## src/verilog/pfs_cfg.svh

```systemverilog
`ifndef PFS_CFG_SVH
`define PFS_CFG_SVH
// Feed speeds in um per ms (equal to mm per s times 1000 / 1000)
`define PFS_SPD_FAST        8'h7F
`define PFS_SPD_MID         8'h3F
`define PFS_SPD_SLOW        8'h2A
// Pick-up timeout in ms and cycles at 100 MHz
`define PFS_PICK_TMO_MS     32'h000005DC
`define PFS_CLK_KHZ         32'h000186A0
`define PFS_PICK_TMO_CYC    (`PFS_PICK_TMO_MS * `PFS_CLK_KHZ)
// Cycles per length tick (1 ms)
`define PFS_MS_CYC          (`PFS_CLK_KHZ)
// Length tolerance in mm
`define PFS_LEN_TOL_MM      16'h0005
// Micrometres in one millimetre of sheet travel
`define PFS_UM_PER_MM       32'h000003E8
`define PFS_MAX_TRIES       2'h2
`endif

```

## src/verilog/pfs_pkg.sv

```systemverilog
package pfs_pkg;
  typedef enum logic [2:0] {
    PFS_MEDIA_PLAIN, PFS_MEDIA_LETTERHEAD, PFS_MEDIA_THICK, PFS_MEDIA_POSTCARD,
    PFS_MEDIA_LABEL, PFS_MEDIA_GLOSSY, PFS_MEDIA_FILM, PFS_MEDIA_ENVELOPE
  } pfs_media_t;
endpackage : pfs_pkg

```

## src/verilog/pfs_paper_feed.sv

```systemverilog
`timescale 1ns/1ps
`include "pfs_cfg.svh"
module pfs_paper_feed
  import pfs_pkg::*;
#(
  parameter int PICK_TMO_CYC = `PFS_PICK_TMO_CYC,
  parameter int MS_CYC       = `PFS_MS_CYC
) (
  input  wire logic        i_clk_sys,             // 100 MHz clock
  input  wire logic        i_sys_rst,             // Sync reset, high
  input  wire logic        i_print_req,           // Print request pulse
  input  wire pfs_media_t  i_media_type,          // Requested media
  input  wire logic [15:0] i_req_len_mm,          // Requested length
  input  wire logic        i_image_start,         // Image sync pulse
  input  wire logic        i_err_clear,           // Clear errors pulse
  input  wire logic        i_job_cancel,          // Cancel job pulse
  input  wire logic        i_tray_empty_sensor,   // High when blocked
  input  wire logic        i_registration_sensor, // High when blocked
  input  wire logic        i_transparency_sensor, // High when film
  output logic [7:0]       o_main_motor_speed,    // Speed setting
  output logic             o_main_motor_run,      // Motor on
  output logic             o_pickup_solenoid,     // Pick-up drive
  output logic             o_registration_solenoid, // Rollers drive
  output logic             o_busy,                // Sheet in progress
  output logic             o_tray_empty,          // Tray empty flag
  output logic             o_type_mismatch,       // Media mismatch
  output logic             o_size_error,          // Size mismatch
  output logic             o_misfeed,             // Retry also failed
  output logic             o_clean_trigger,       // Cleaning trigger pulse
  output logic [15:0]      o_meas_len_mm          // Last measured length
);
  typedef enum logic [2:0] {
    ST_IDLE, ST_PICK, ST_WAIT_IMG, ST_FEED, ST_HALT
  } pfs_state_t;

  typedef struct packed {
    pfs_state_t  state;
    logic [7:0]  speed;
    logic        film_req;
    logic [15:0] req_len;
    logic [1:0]  tries;
    logic [31:0] tmo;
    logic        seen_clear;
    logic [31:0] ms_div;
    logic [31:0] len_um;
    logic        reg_prev;
    logic        tray_empty;
    logic        mismatch;
    logic        size_err;
    logic        misfeed;
    logic        clean;
    logic [15:0] meas_len;
  } pfs_st_t;

  pfs_st_t     st_q, st_d;
  logic [2:0]  pins_s;
  logic        tray_blk, reg_blk, film_s;
  logic [15:0] len_mm;
  logic [15:0] diff;

  // All three sensors are asynchronous to the engine clock
  pfs_sync #(.W(3)) u_sync (
    .i_clk_sys(i_clk_sys),
    .i_sys_rst(i_sys_rst),
    .i_async  ({i_tray_empty_sensor, i_registration_sensor, i_transparency_sensor}),
    .o_sync   (pins_s)
  );
  assign {tray_blk, reg_blk, film_s} = pins_s;

  // Exact divide: a power-of-two shift would shrink a long sheet past the tolerance
  assign len_mm = 16'(st_q.len_um / `PFS_UM_PER_MM);
  assign diff   = (len_mm > st_q.req_len) ? len_mm - st_q.req_len : st_q.req_len - len_mm;

  always_comb begin
    st_d          = st_q;
    st_d.clean    = 1'b0;
    st_d.reg_prev = reg_blk;
    st_d.tray_empty = tray_blk;
    if (i_err_clear || i_job_cancel) begin
      st_d.size_err = 1'b0;
      st_d.mismatch = 1'b0;
      st_d.misfeed  = 1'b0;
    end
    unique case (st_q.state)
      ST_IDLE: begin
        if (i_print_req && !tray_blk && !st_q.size_err && !st_q.mismatch) begin
          unique case (i_media_type)
            PFS_MEDIA_PLAIN, PFS_MEDIA_LETTERHEAD: st_d.speed = `PFS_SPD_FAST;
            PFS_MEDIA_FILM, PFS_MEDIA_ENVELOPE:    st_d.speed = `PFS_SPD_SLOW;
            PFS_MEDIA_THICK, PFS_MEDIA_POSTCARD,
            PFS_MEDIA_LABEL, PFS_MEDIA_GLOSSY:     st_d.speed = `PFS_SPD_MID;
          endcase
          st_d.film_req   = (i_media_type == PFS_MEDIA_FILM);
          st_d.req_len    = i_req_len_mm;
          st_d.tries      = 2'h1;
          st_d.tmo        = '0;
          st_d.seen_clear = 1'b0;
          st_d.state      = ST_PICK;
        end else if (i_print_req && tray_blk) begin
          st_d.clean = 1'b1;
        end
      end
      ST_PICK: begin
        st_d.tmo = st_q.tmo + 32'h1;
        if (!reg_blk) st_d.seen_clear = 1'b1;
        if (st_q.seen_clear && reg_blk && !st_q.reg_prev) begin
          st_d.mismatch = (film_s != st_q.film_req);
          st_d.state    = (film_s != st_q.film_req) ? ST_HALT : ST_WAIT_IMG;
        end else if (st_q.tmo >= PICK_TMO_CYC - 1) begin
          // A retry leaves the solenoid energised so the clutch stays engaged
          if (st_q.tries < `PFS_MAX_TRIES) begin
            st_d.tries      = st_q.tries + 2'h1;
            st_d.tmo        = '0;
            st_d.seen_clear = 1'b0;
          end else begin
            st_d.misfeed = 1'b1;
            st_d.state   = ST_HALT;
          end
        end
      end
      ST_WAIT_IMG: begin
        // Motor rests so the held sheet cannot buckle at the roller
        st_d.ms_div = '0;
        st_d.len_um = '0;
        if (i_image_start) st_d.state = ST_FEED;
      end
      ST_FEED: begin
        if (st_q.ms_div >= MS_CYC - 1) begin
          st_d.ms_div = '0;
          st_d.len_um = st_q.len_um + {24'h0, st_q.speed};
        end else begin
          st_d.ms_div = st_q.ms_div + 32'h1;
        end
        if (!reg_blk) begin
          st_d.meas_len = len_mm;
          st_d.state    = ST_IDLE;
          if (diff > `PFS_LEN_TOL_MM) begin
            st_d.size_err = 1'b1;
            st_d.clean    = 1'b1;
          end
        end
      end
      ST_HALT: begin
        if (i_err_clear || i_job_cancel) st_d.state = ST_IDLE;
      end
      default: st_d.state = ST_IDLE;
    endcase
    if (tray_blk && !st_q.tray_empty && st_q.state != ST_IDLE)
      st_d.clean = 1'b1;
  end

  always_ff @(posedge i_clk_sys) begin
    if (i_sys_rst) begin
      st_q       <= '0;
      st_q.state <= ST_IDLE;
    end else begin
      st_q <= st_d;
    end
  end

  assign o_main_motor_speed      = st_q.speed;
  assign o_main_motor_run        = (st_q.state == ST_PICK) || (st_q.state == ST_FEED);
  assign o_pickup_solenoid       = (st_q.state == ST_PICK);
  assign o_registration_solenoid = (st_q.state == ST_FEED);
  assign o_busy                  = (st_q.state != ST_IDLE);
  assign o_tray_empty            = st_q.tray_empty;
  assign o_type_mismatch         = st_q.mismatch;
  assign o_size_error            = st_q.size_err;
  assign o_misfeed               = st_q.misfeed;
  assign o_clean_trigger         = st_q.clean;
  assign o_meas_len_mm           = st_q.meas_len;
endmodule : pfs_paper_feed

```

## src/verilog/pfs_sync.sv

```systemverilog
`timescale 1ns/1ps
module pfs_sync #(
  parameter int W = 3
) (
  input  wire logic         i_clk_sys, // System clock
  input  wire logic         i_sys_rst, // Synchronous reset
  input  wire logic [W-1:0] i_async,   // Pin levels
  output logic      [W-1:0] o_sync     // Synchronised levels
);
  typedef struct packed {
    logic [W-1:0] s1;
    logic [W-1:0] s2;
  } pfs_sync_st_t;
  pfs_sync_st_t st_q, st_d;
  always_comb begin
    st_d.s1 = i_async;
    st_d.s2 = st_q.s1;
  end
  always_ff @(posedge i_clk_sys) begin
    if (i_sys_rst) st_q <= '0;
    else st_q <= st_d;
  end
  assign o_sync = st_q.s2;
endmodule : pfs_sync
```

## config.mk

```make
export PLATFORM = sky130hd
export DESIGN_NAME = pfs_paper_feed
export DESIGN_NICKNAME = d
export VERILOG_FILES = /design/src/verilog/pfs_pkg.sv /design/src/verilog/pfs_paper_feed.sv /design/src/verilog/pfs_sync.sv
export VERILOG_INCLUDE_DIRS = /design/src /design/src/verilog
export SDC_FILE = /design/constraint.sdc
export NUM_CORES = 1
export LEC_CHECK = 0
export CORE_ASPECT_RATIO = 0.9
export CORE_MARGIN = 4
export CORE_UTILIZATION = 65
export CTS_CLUSTER_DIAMETER = 40
export DETAILED_ROUTE_END_ITERATION = 6
export DONT_BUFFER_PORTS = 1
export PLACE_DENSITY = 0.89
export SLEW_MARGIN = 10
export SYNTH_ARGS = -nofsm -noshare
export SYNTH_HDL_FRONTEND = slang
export SYNTH_SLANG_ARGS = --single-unit
```

## constraint.sdc

```tcl
create_clock -name i_clk_sys -period 25.9 [get_ports i_clk_sys]
set_clock_uncertainty 0.05 [all_clocks]
set_input_delay 1.295 -clock i_clk_sys [delete_from_list [all_inputs] [get_ports i_clk_sys]]
set_output_delay 1.295 -clock i_clk_sys [all_outputs]
set_load 0.03 [all_outputs]
```

After elaboration in Yosys (flattened, before gate mapping)
Memories as Yosys holds them, arrays and structs flattened.
Cells that the tools add are included.
{"block": "totals", "register_bits": 155, "mem_bits_ro": 32, "in_bits": 28, "out_inout_bits": 33, "elab_cells": 107, "n_memories": 1}
{"memory": "(no name shown)", "words": 8, "width": 4, "read_ports": 1, "rd_clocked_by_memory_dff": 0, "write_ports": 0, "line": "pfs_paper_feed.sv:87", "text": "unique case (i_media_type)"}
{"block": "op_classes", "addsub": 6, "div_mod_pow": 1, "order_cmp": 5, "n_eq_ne": 16, "n_mux": 34, "n_bitwise": 1, "reduce_logical": 25}
{"cell": "64-bit one-hot mux with 2 select lines", "n": 1}
{"cell": "35-bit two-way mux", "n": 3}
{"cell": "35-bit one-hot mux with 2 select lines", "n": 1}
{"cell": "32-bit by 1-bit adder with 32-bit output (second input constant)", "n": 2}
{"cell": "32-bit two-way mux", "n": 2}
{"cell": "63-bit two-way mux", "n": 1}
{"cell": "32-bit by 8-bit adder with 32-bit output", "n": 1}
{"cell": "32-bit by 10-bit divider with 32-bit output (second input constant)", "n": 1}
{"cell": "32-bit by 17-bit >= comparator with 1-bit output (second input constant)", "n": 1}
{"cell": "32-bit by 28-bit >= comparator with 1-bit output (second input constant)", "n": 1}
{"cell": "16-bit subtractor", "n": 2}
{"cell": "3-bit two-way mux", "n": 8}
{"cell": "17-bit two-way mux", "n": 1}
{"cell": "16-bit > comparator", "n": 1}
{"cell": "16-bit by 3-bit > comparator with 1-bit output (second input constant)", "n": 1}
{"cell": "16-bit two-way mux", "n": 1}
{"cell": "3-bit one-hot mux with 5 select lines", "n": 1}
{"cell": "1-bit two-way mux", "n": 14}
{"cell": "2-bit inequality test (second input constant)", "n": 5}
{"cell": "1-bit logical AND", "n": 8}
{"cell": "2-bit AND reduction", "n": 4}
{"cell": "3-bit by 2-bit == test with 1-bit output (second input constant)", "n": 2}
{"cell": "3-bit == test (second input constant)", "n": 2}
{"cell": "2-bit by 1-bit inequality test with 1-bit output (second input constant)", "n": 3}
{"cell": "15 further kinds", "n": 21}

Longest topological paths before layout
{"block": "logic_depth", "depth_word": 8, "mapped_depth": 84, "mapped_depth_nobuf": 73}

Cells and area by module
A second synthesis with hierarchy kept.
{"block": "hier_totals", "cells_unflattened": 1981, "hier_area_um2": 14687.8}
{"module": "pfs_paper_feed", "n_inst": 1, "cells_each": 1969, "area_each_um2": 14530.2, "seq_area_each_um2": 2882.8}
{"module": "pfs_sync", "n_inst": 1, "cells_each": 12, "area_each_um2": 157.7, "seq_area_each_um2": 120.1}

Worst setup path before layout
Ideal clock, no wire load.
{"block": "synth_timing", "kind": "register to register", "from": "reg st_q[47] in the netlist's numbering", "to": "reg st_q, in the netlist o_clean_trigger", "arrival_ps": 18337, "required_time_ps": 25718, "setup_slack_ps": 7381, "stages_incl_launch_ff": 79, "n_path_buf": 7, "path_cell_list": "dfxtp_1 buf_2 o211a_2 a21oi_1 nor2_2 a221o_1 a21oi_1 a211oi_1 o21bai_1 o21ai_1 a211oi_2 or3b_4 o21ai_4 mux2_1 a2bb2oi_1 o2bb2a_2 mux2i_1 a21oi_1 [43 not listed] fa_1 a21o_1 a21o_1 a21o_1 a21o_1 a21o_1 a21oi_1 nor3_1 a211oi_1 or2_2 clkbuf_1 clkbuf_1 mux2_2 a21oi_1 xor2_1 nand4_1 nand2_1 a21oi_1"}
{"block": "synth_between", "elab_chain_len": 8, "elab_cells_between_ends": 10}
{"element": "start, declared", "line": "pfs_paper_feed.sv:55", "text": "pfs_st_t st_q, st_d;"}
{"element": "start signal, assigned", "line": "pfs_paper_feed.sv:157", "text": "st_q <= st_d;"}
{"element": "32-bit by 10-bit divider with 32-bit output (no source line) (*)"}
{"element": "named net len_mm[14]", "line": "pfs_paper_feed.sv:58", "text": "logic [15:0] len_mm;"}
{"element": "16-bit subtractor or 16-bit > comparator (tied branches)", "line": "pfs_paper_feed.sv:72", "text": "assign diff = (len_mm > st_q.req_len) ? len_mm - st_q.req_len : st_q.req_len - len_mm;"}
{"element": "16-bit two-way mux (*)", "line": "pfs_paper_feed.sv:72"}
{"element": "16-bit by 3-bit > comparator with 1-bit output (no source line) (*)"}
{"element": "1-bit two-way mux (*)", "line": "pfs_paper_feed.sv:137", "text": "if (diff > `PFS_LEN_TOL_MM) begin"}
{"element": "17-bit two-way mux (*)", "line": "pfs_paper_feed.sv:134", "text": "if (!reg_blk) begin"}
{"element": "1-bit one-hot mux with 2 select lines (*)", "line": "pfs_paper_feed.sv:84", "text": "unique case (st_q.state)"}
{"element": "1-bit two-way mux (*)", "line": "pfs_paper_feed.sv:148", "text": "if (tray_blk && !st_q.tray_empty && st_q.state != ST_IDLE)"}
The timed path passes the listed nets; every way through them passes the cells marked *.
A chain may end at the register's enable or synchronous reset.

Worst setup path in the final report
{"block": "layout_timing", "from": "reg st_q[49] in the netlist's numbering", "to": "reg st_q, in the netlist o_clean_trigger"}
The elaborated chain is that of the path after synthesis.

==> reports/metrics.cfg <==
[worst_setup_path]
reg2reg_from=st_q[49]
reg2reg_to=o_clean_trigger
reg2reg_depth=72
r2r_slack_ps=2990
slowest_delay_ps=900
critical_path_class=reg2reg
endpoint_kind=flip-flop
critPathArrivalTime_ps=23170
cp_max_fo=20
crit_path_frequent_cell=a21o_1
crit_slowest_cell=a311oi_2
required_ps=26160
start_kind=flip-flop

[logic_synthesis]
syn-num-nets=2056
ys_seq_area_share_pct=20.4
synthTopCellsByCount=nor2_1 (229), nand2_1 (192), a21oi_1 (187)
synth_ff_type=dfxtp_1
synth_edf_count=0
synth_top_area_share_pct=20.4
synth_area_leader_cell=dfxtp_1
async_reset_ff_share_pct=0
synth.top_cells.by_area=dfxtp_1 (20%), a21oi_1 (6.3%), nor2_1 (5.8%), nand2_1 (4.9%), xnor2_1 (3.7%)
yosysUniqueCellTypes=138
postSynthCellCount=1985
synth_seq_cells=150
yosysWarnings=0
postSynthAreaPerCell_um2=7.43
netlist_area_um2=14800
yosysMostFrequentCell=nor2_1

[route]
drc_errors=0
post_drt_via_cell_ratio=6.69
vias=14700
ant_nets=0
wirelength_um=38700
drt_iter0_drc=1366
dr.pass1.iters=6
detail_route.wl_per_cell_um=17.6

[global_route]
globalRouteOverflowTotal=0
grt_max_degree=113
grt_pass1_wl_um=64600
grt_pass1_vias=13100
grt_use_total_pct=29.8
grt_antenna_before_repair=2

[place]
dp.cells=2159
port_buffers=0
hpwlAfterDp_um=28100
routabilityCongestion=0.963

[clocking]
cts_resized=0
numCtsBuffers=17
cts_root_buffer=clkbuf_16
clk_pin_slew_ps=70
clk_latency_ps=430
htree_levels=4
cts_hold_buf=0
clock-sinks=150
cts_buffer_depth=2
postCtsSetupRepairBufs=0
tritoncts=done

[power_and_ir_drop]
peakVddDrop_v=0.0000620
finalPower_w=0.000615
leakagePower_nw=5.58
powerDensity_nw_per_um2=40.6

[sta]
setup_viol_count_final=0
rsz0062_at_grt=false
period_share_pct=88.4
slew_violations=0
hold_violations=0
fmax_mhz=43.7
finalCriticalPeriod_ps=22910
worstMarginPinSlew_ps=1150
finalSetupTns_ps=0
slew_headroom_pct=23.3

[min_path]
hold_path_end=u_sync.o_sync[0]
holdPathStages=1
min_from=u_sync.st_d[0]
holdCritPathClass=reg2reg

[floorplanning]
io_pins=61
die_area_um2=25200
num_rows=52
core_area_um2=22400
start_util_pct=65.9
die-width_um=167
die_y_um=151

[cells_and_area]
areaGrowthSynthToFinish_pct=2.80
n_antenna_cell=0
drive_gt1_share_pct=8.29
layoutNonFillerInstCount=2191
fin_nets=1952

[job]
drv_cap=0

[status]
status=finished clean

## area by class of cell
class                           instances  area [µm²]
Inverter                               66         250
Tap cell                              297         372
Timing Repair Buffer                    2        15.0
Clock buffer                           17         425
Clock inverter                         15         209
Fill cell                            1841        7220
Multi-Input combinational cell       1644       10900
Sequential cell                       150        3000
## flip-flops by register name, summed over array words and instances (netlist names), 3 cells and up
name / count
o_main_motor_speed: 3
o_meas_len_mm: 16
st_q: 120
u_sync.o_sync: 3
u_sync.st_d: 3
## logic make-up after synthesis
kind of cell / Yosys count / share of synthesized area [%]
AOI/OAI and AO/OA: 642 / 31.7
xor gates and xnor gates: 101 / 6.58
adders and majority gates: 52 / 4.41
buffers and inverters: 191 / 5.86
DFF: 150 / 20.4
muxes: 63 / 4.78
other: 1 / 0.0254
and+or+nand+nor: 785 / 26.3
## cell usage in the layout (no fill, tap or decap), types with 14 or more instances in the layout
master,count
nor2_1,229
nand2_1,192
a21oi_1,187
dfxtp_1,150
o21ai_0,95
xnor2_1,62
inv_1,61
nand3_1,58
a21o_1,50
nor3_1,50
and3_1,48
mux2i_1,44
ha_1,40
and2_1,32
a31oi_1,32
xor2_1,29
nor2b_1,28
o211ai_1,24
a211oi_1,22
nor4_1,22
nand2b_1,19
nand4_1,18
nor3b_1,17
clkbuf_16,17
o21a_1,14
or2_2,14
## worst max path at each step
stage,from,end,slack (ps),depth (start not counted)
after global placement,st_q[49],o_clean_trigger,4490,72
after global routing,st_q[53],o_clean_trigger,1290,71
after floorplan,st_q[47],o_clean_trigger,7380,78
after CTS,st_q[49],o_clean_trigger,3430,72
final,st_q[49],o_clean_trigger,2990,72
after detailed placement,st_q[49],o_clean_trigger,3570,72
## stage by stage
stage / instance area (µm²) / setup WS (ps) / hold WS [ps] / utilization (%)
final: 15200 / 2990 / 390 / 67.8
after global routing: 15200 / 1290 / 414 / 67.8
after CTS: 15200 / 3430 / 395 / 67.8
after detailed placement: 14500 / 3570 / 380 / 64.9
after global placement: 14500 / 4490 / 370 / 64.9
after floorplan: 14800 / 7380 / 364 / -
## worst max-delay path: cells and delay by family, from the launching register on
kind | cells | cell delay [ps]
AO/OA/AOI/OAI | 47 | 14560
XOR/XNOR | 4 | 1050
adder cells (fa/ha/maj) | 2 | 600
buffers and inverters | 2 | 210
flip-flops | 1 | 520
multiplexers | 6 | 2220
AND/OR/NAND/NOR | 11 | 3550
## per-layer routing
layer	vias up	GRT usage (%)	part of all wire, %
li1	7074	-	-
met1	6913	41.2	45
met2	593	49.0	46
met3	72	5.48	7.7
met4	4	6.83	1.9
met5	-	0	0.088
## power by group
| part | switching [W] | total (W) | internal (W) | leakage [nW] |
|---|---|---|---|---|
| Clock | 0.000120 | 0.000260 | 0.000140 | 0.301 |
| Combinational | 0.0000673 | 0.000109 | 0.0000420 | 4.07 |
| Sequential | 0.0000104 | 0.000246 | 0.000236 | 1.21 |
| Total | 0.000197 | 0.000615 | 0.000418 | 5.58 |
Note: power is estimated with default switching activity, not from simulation.
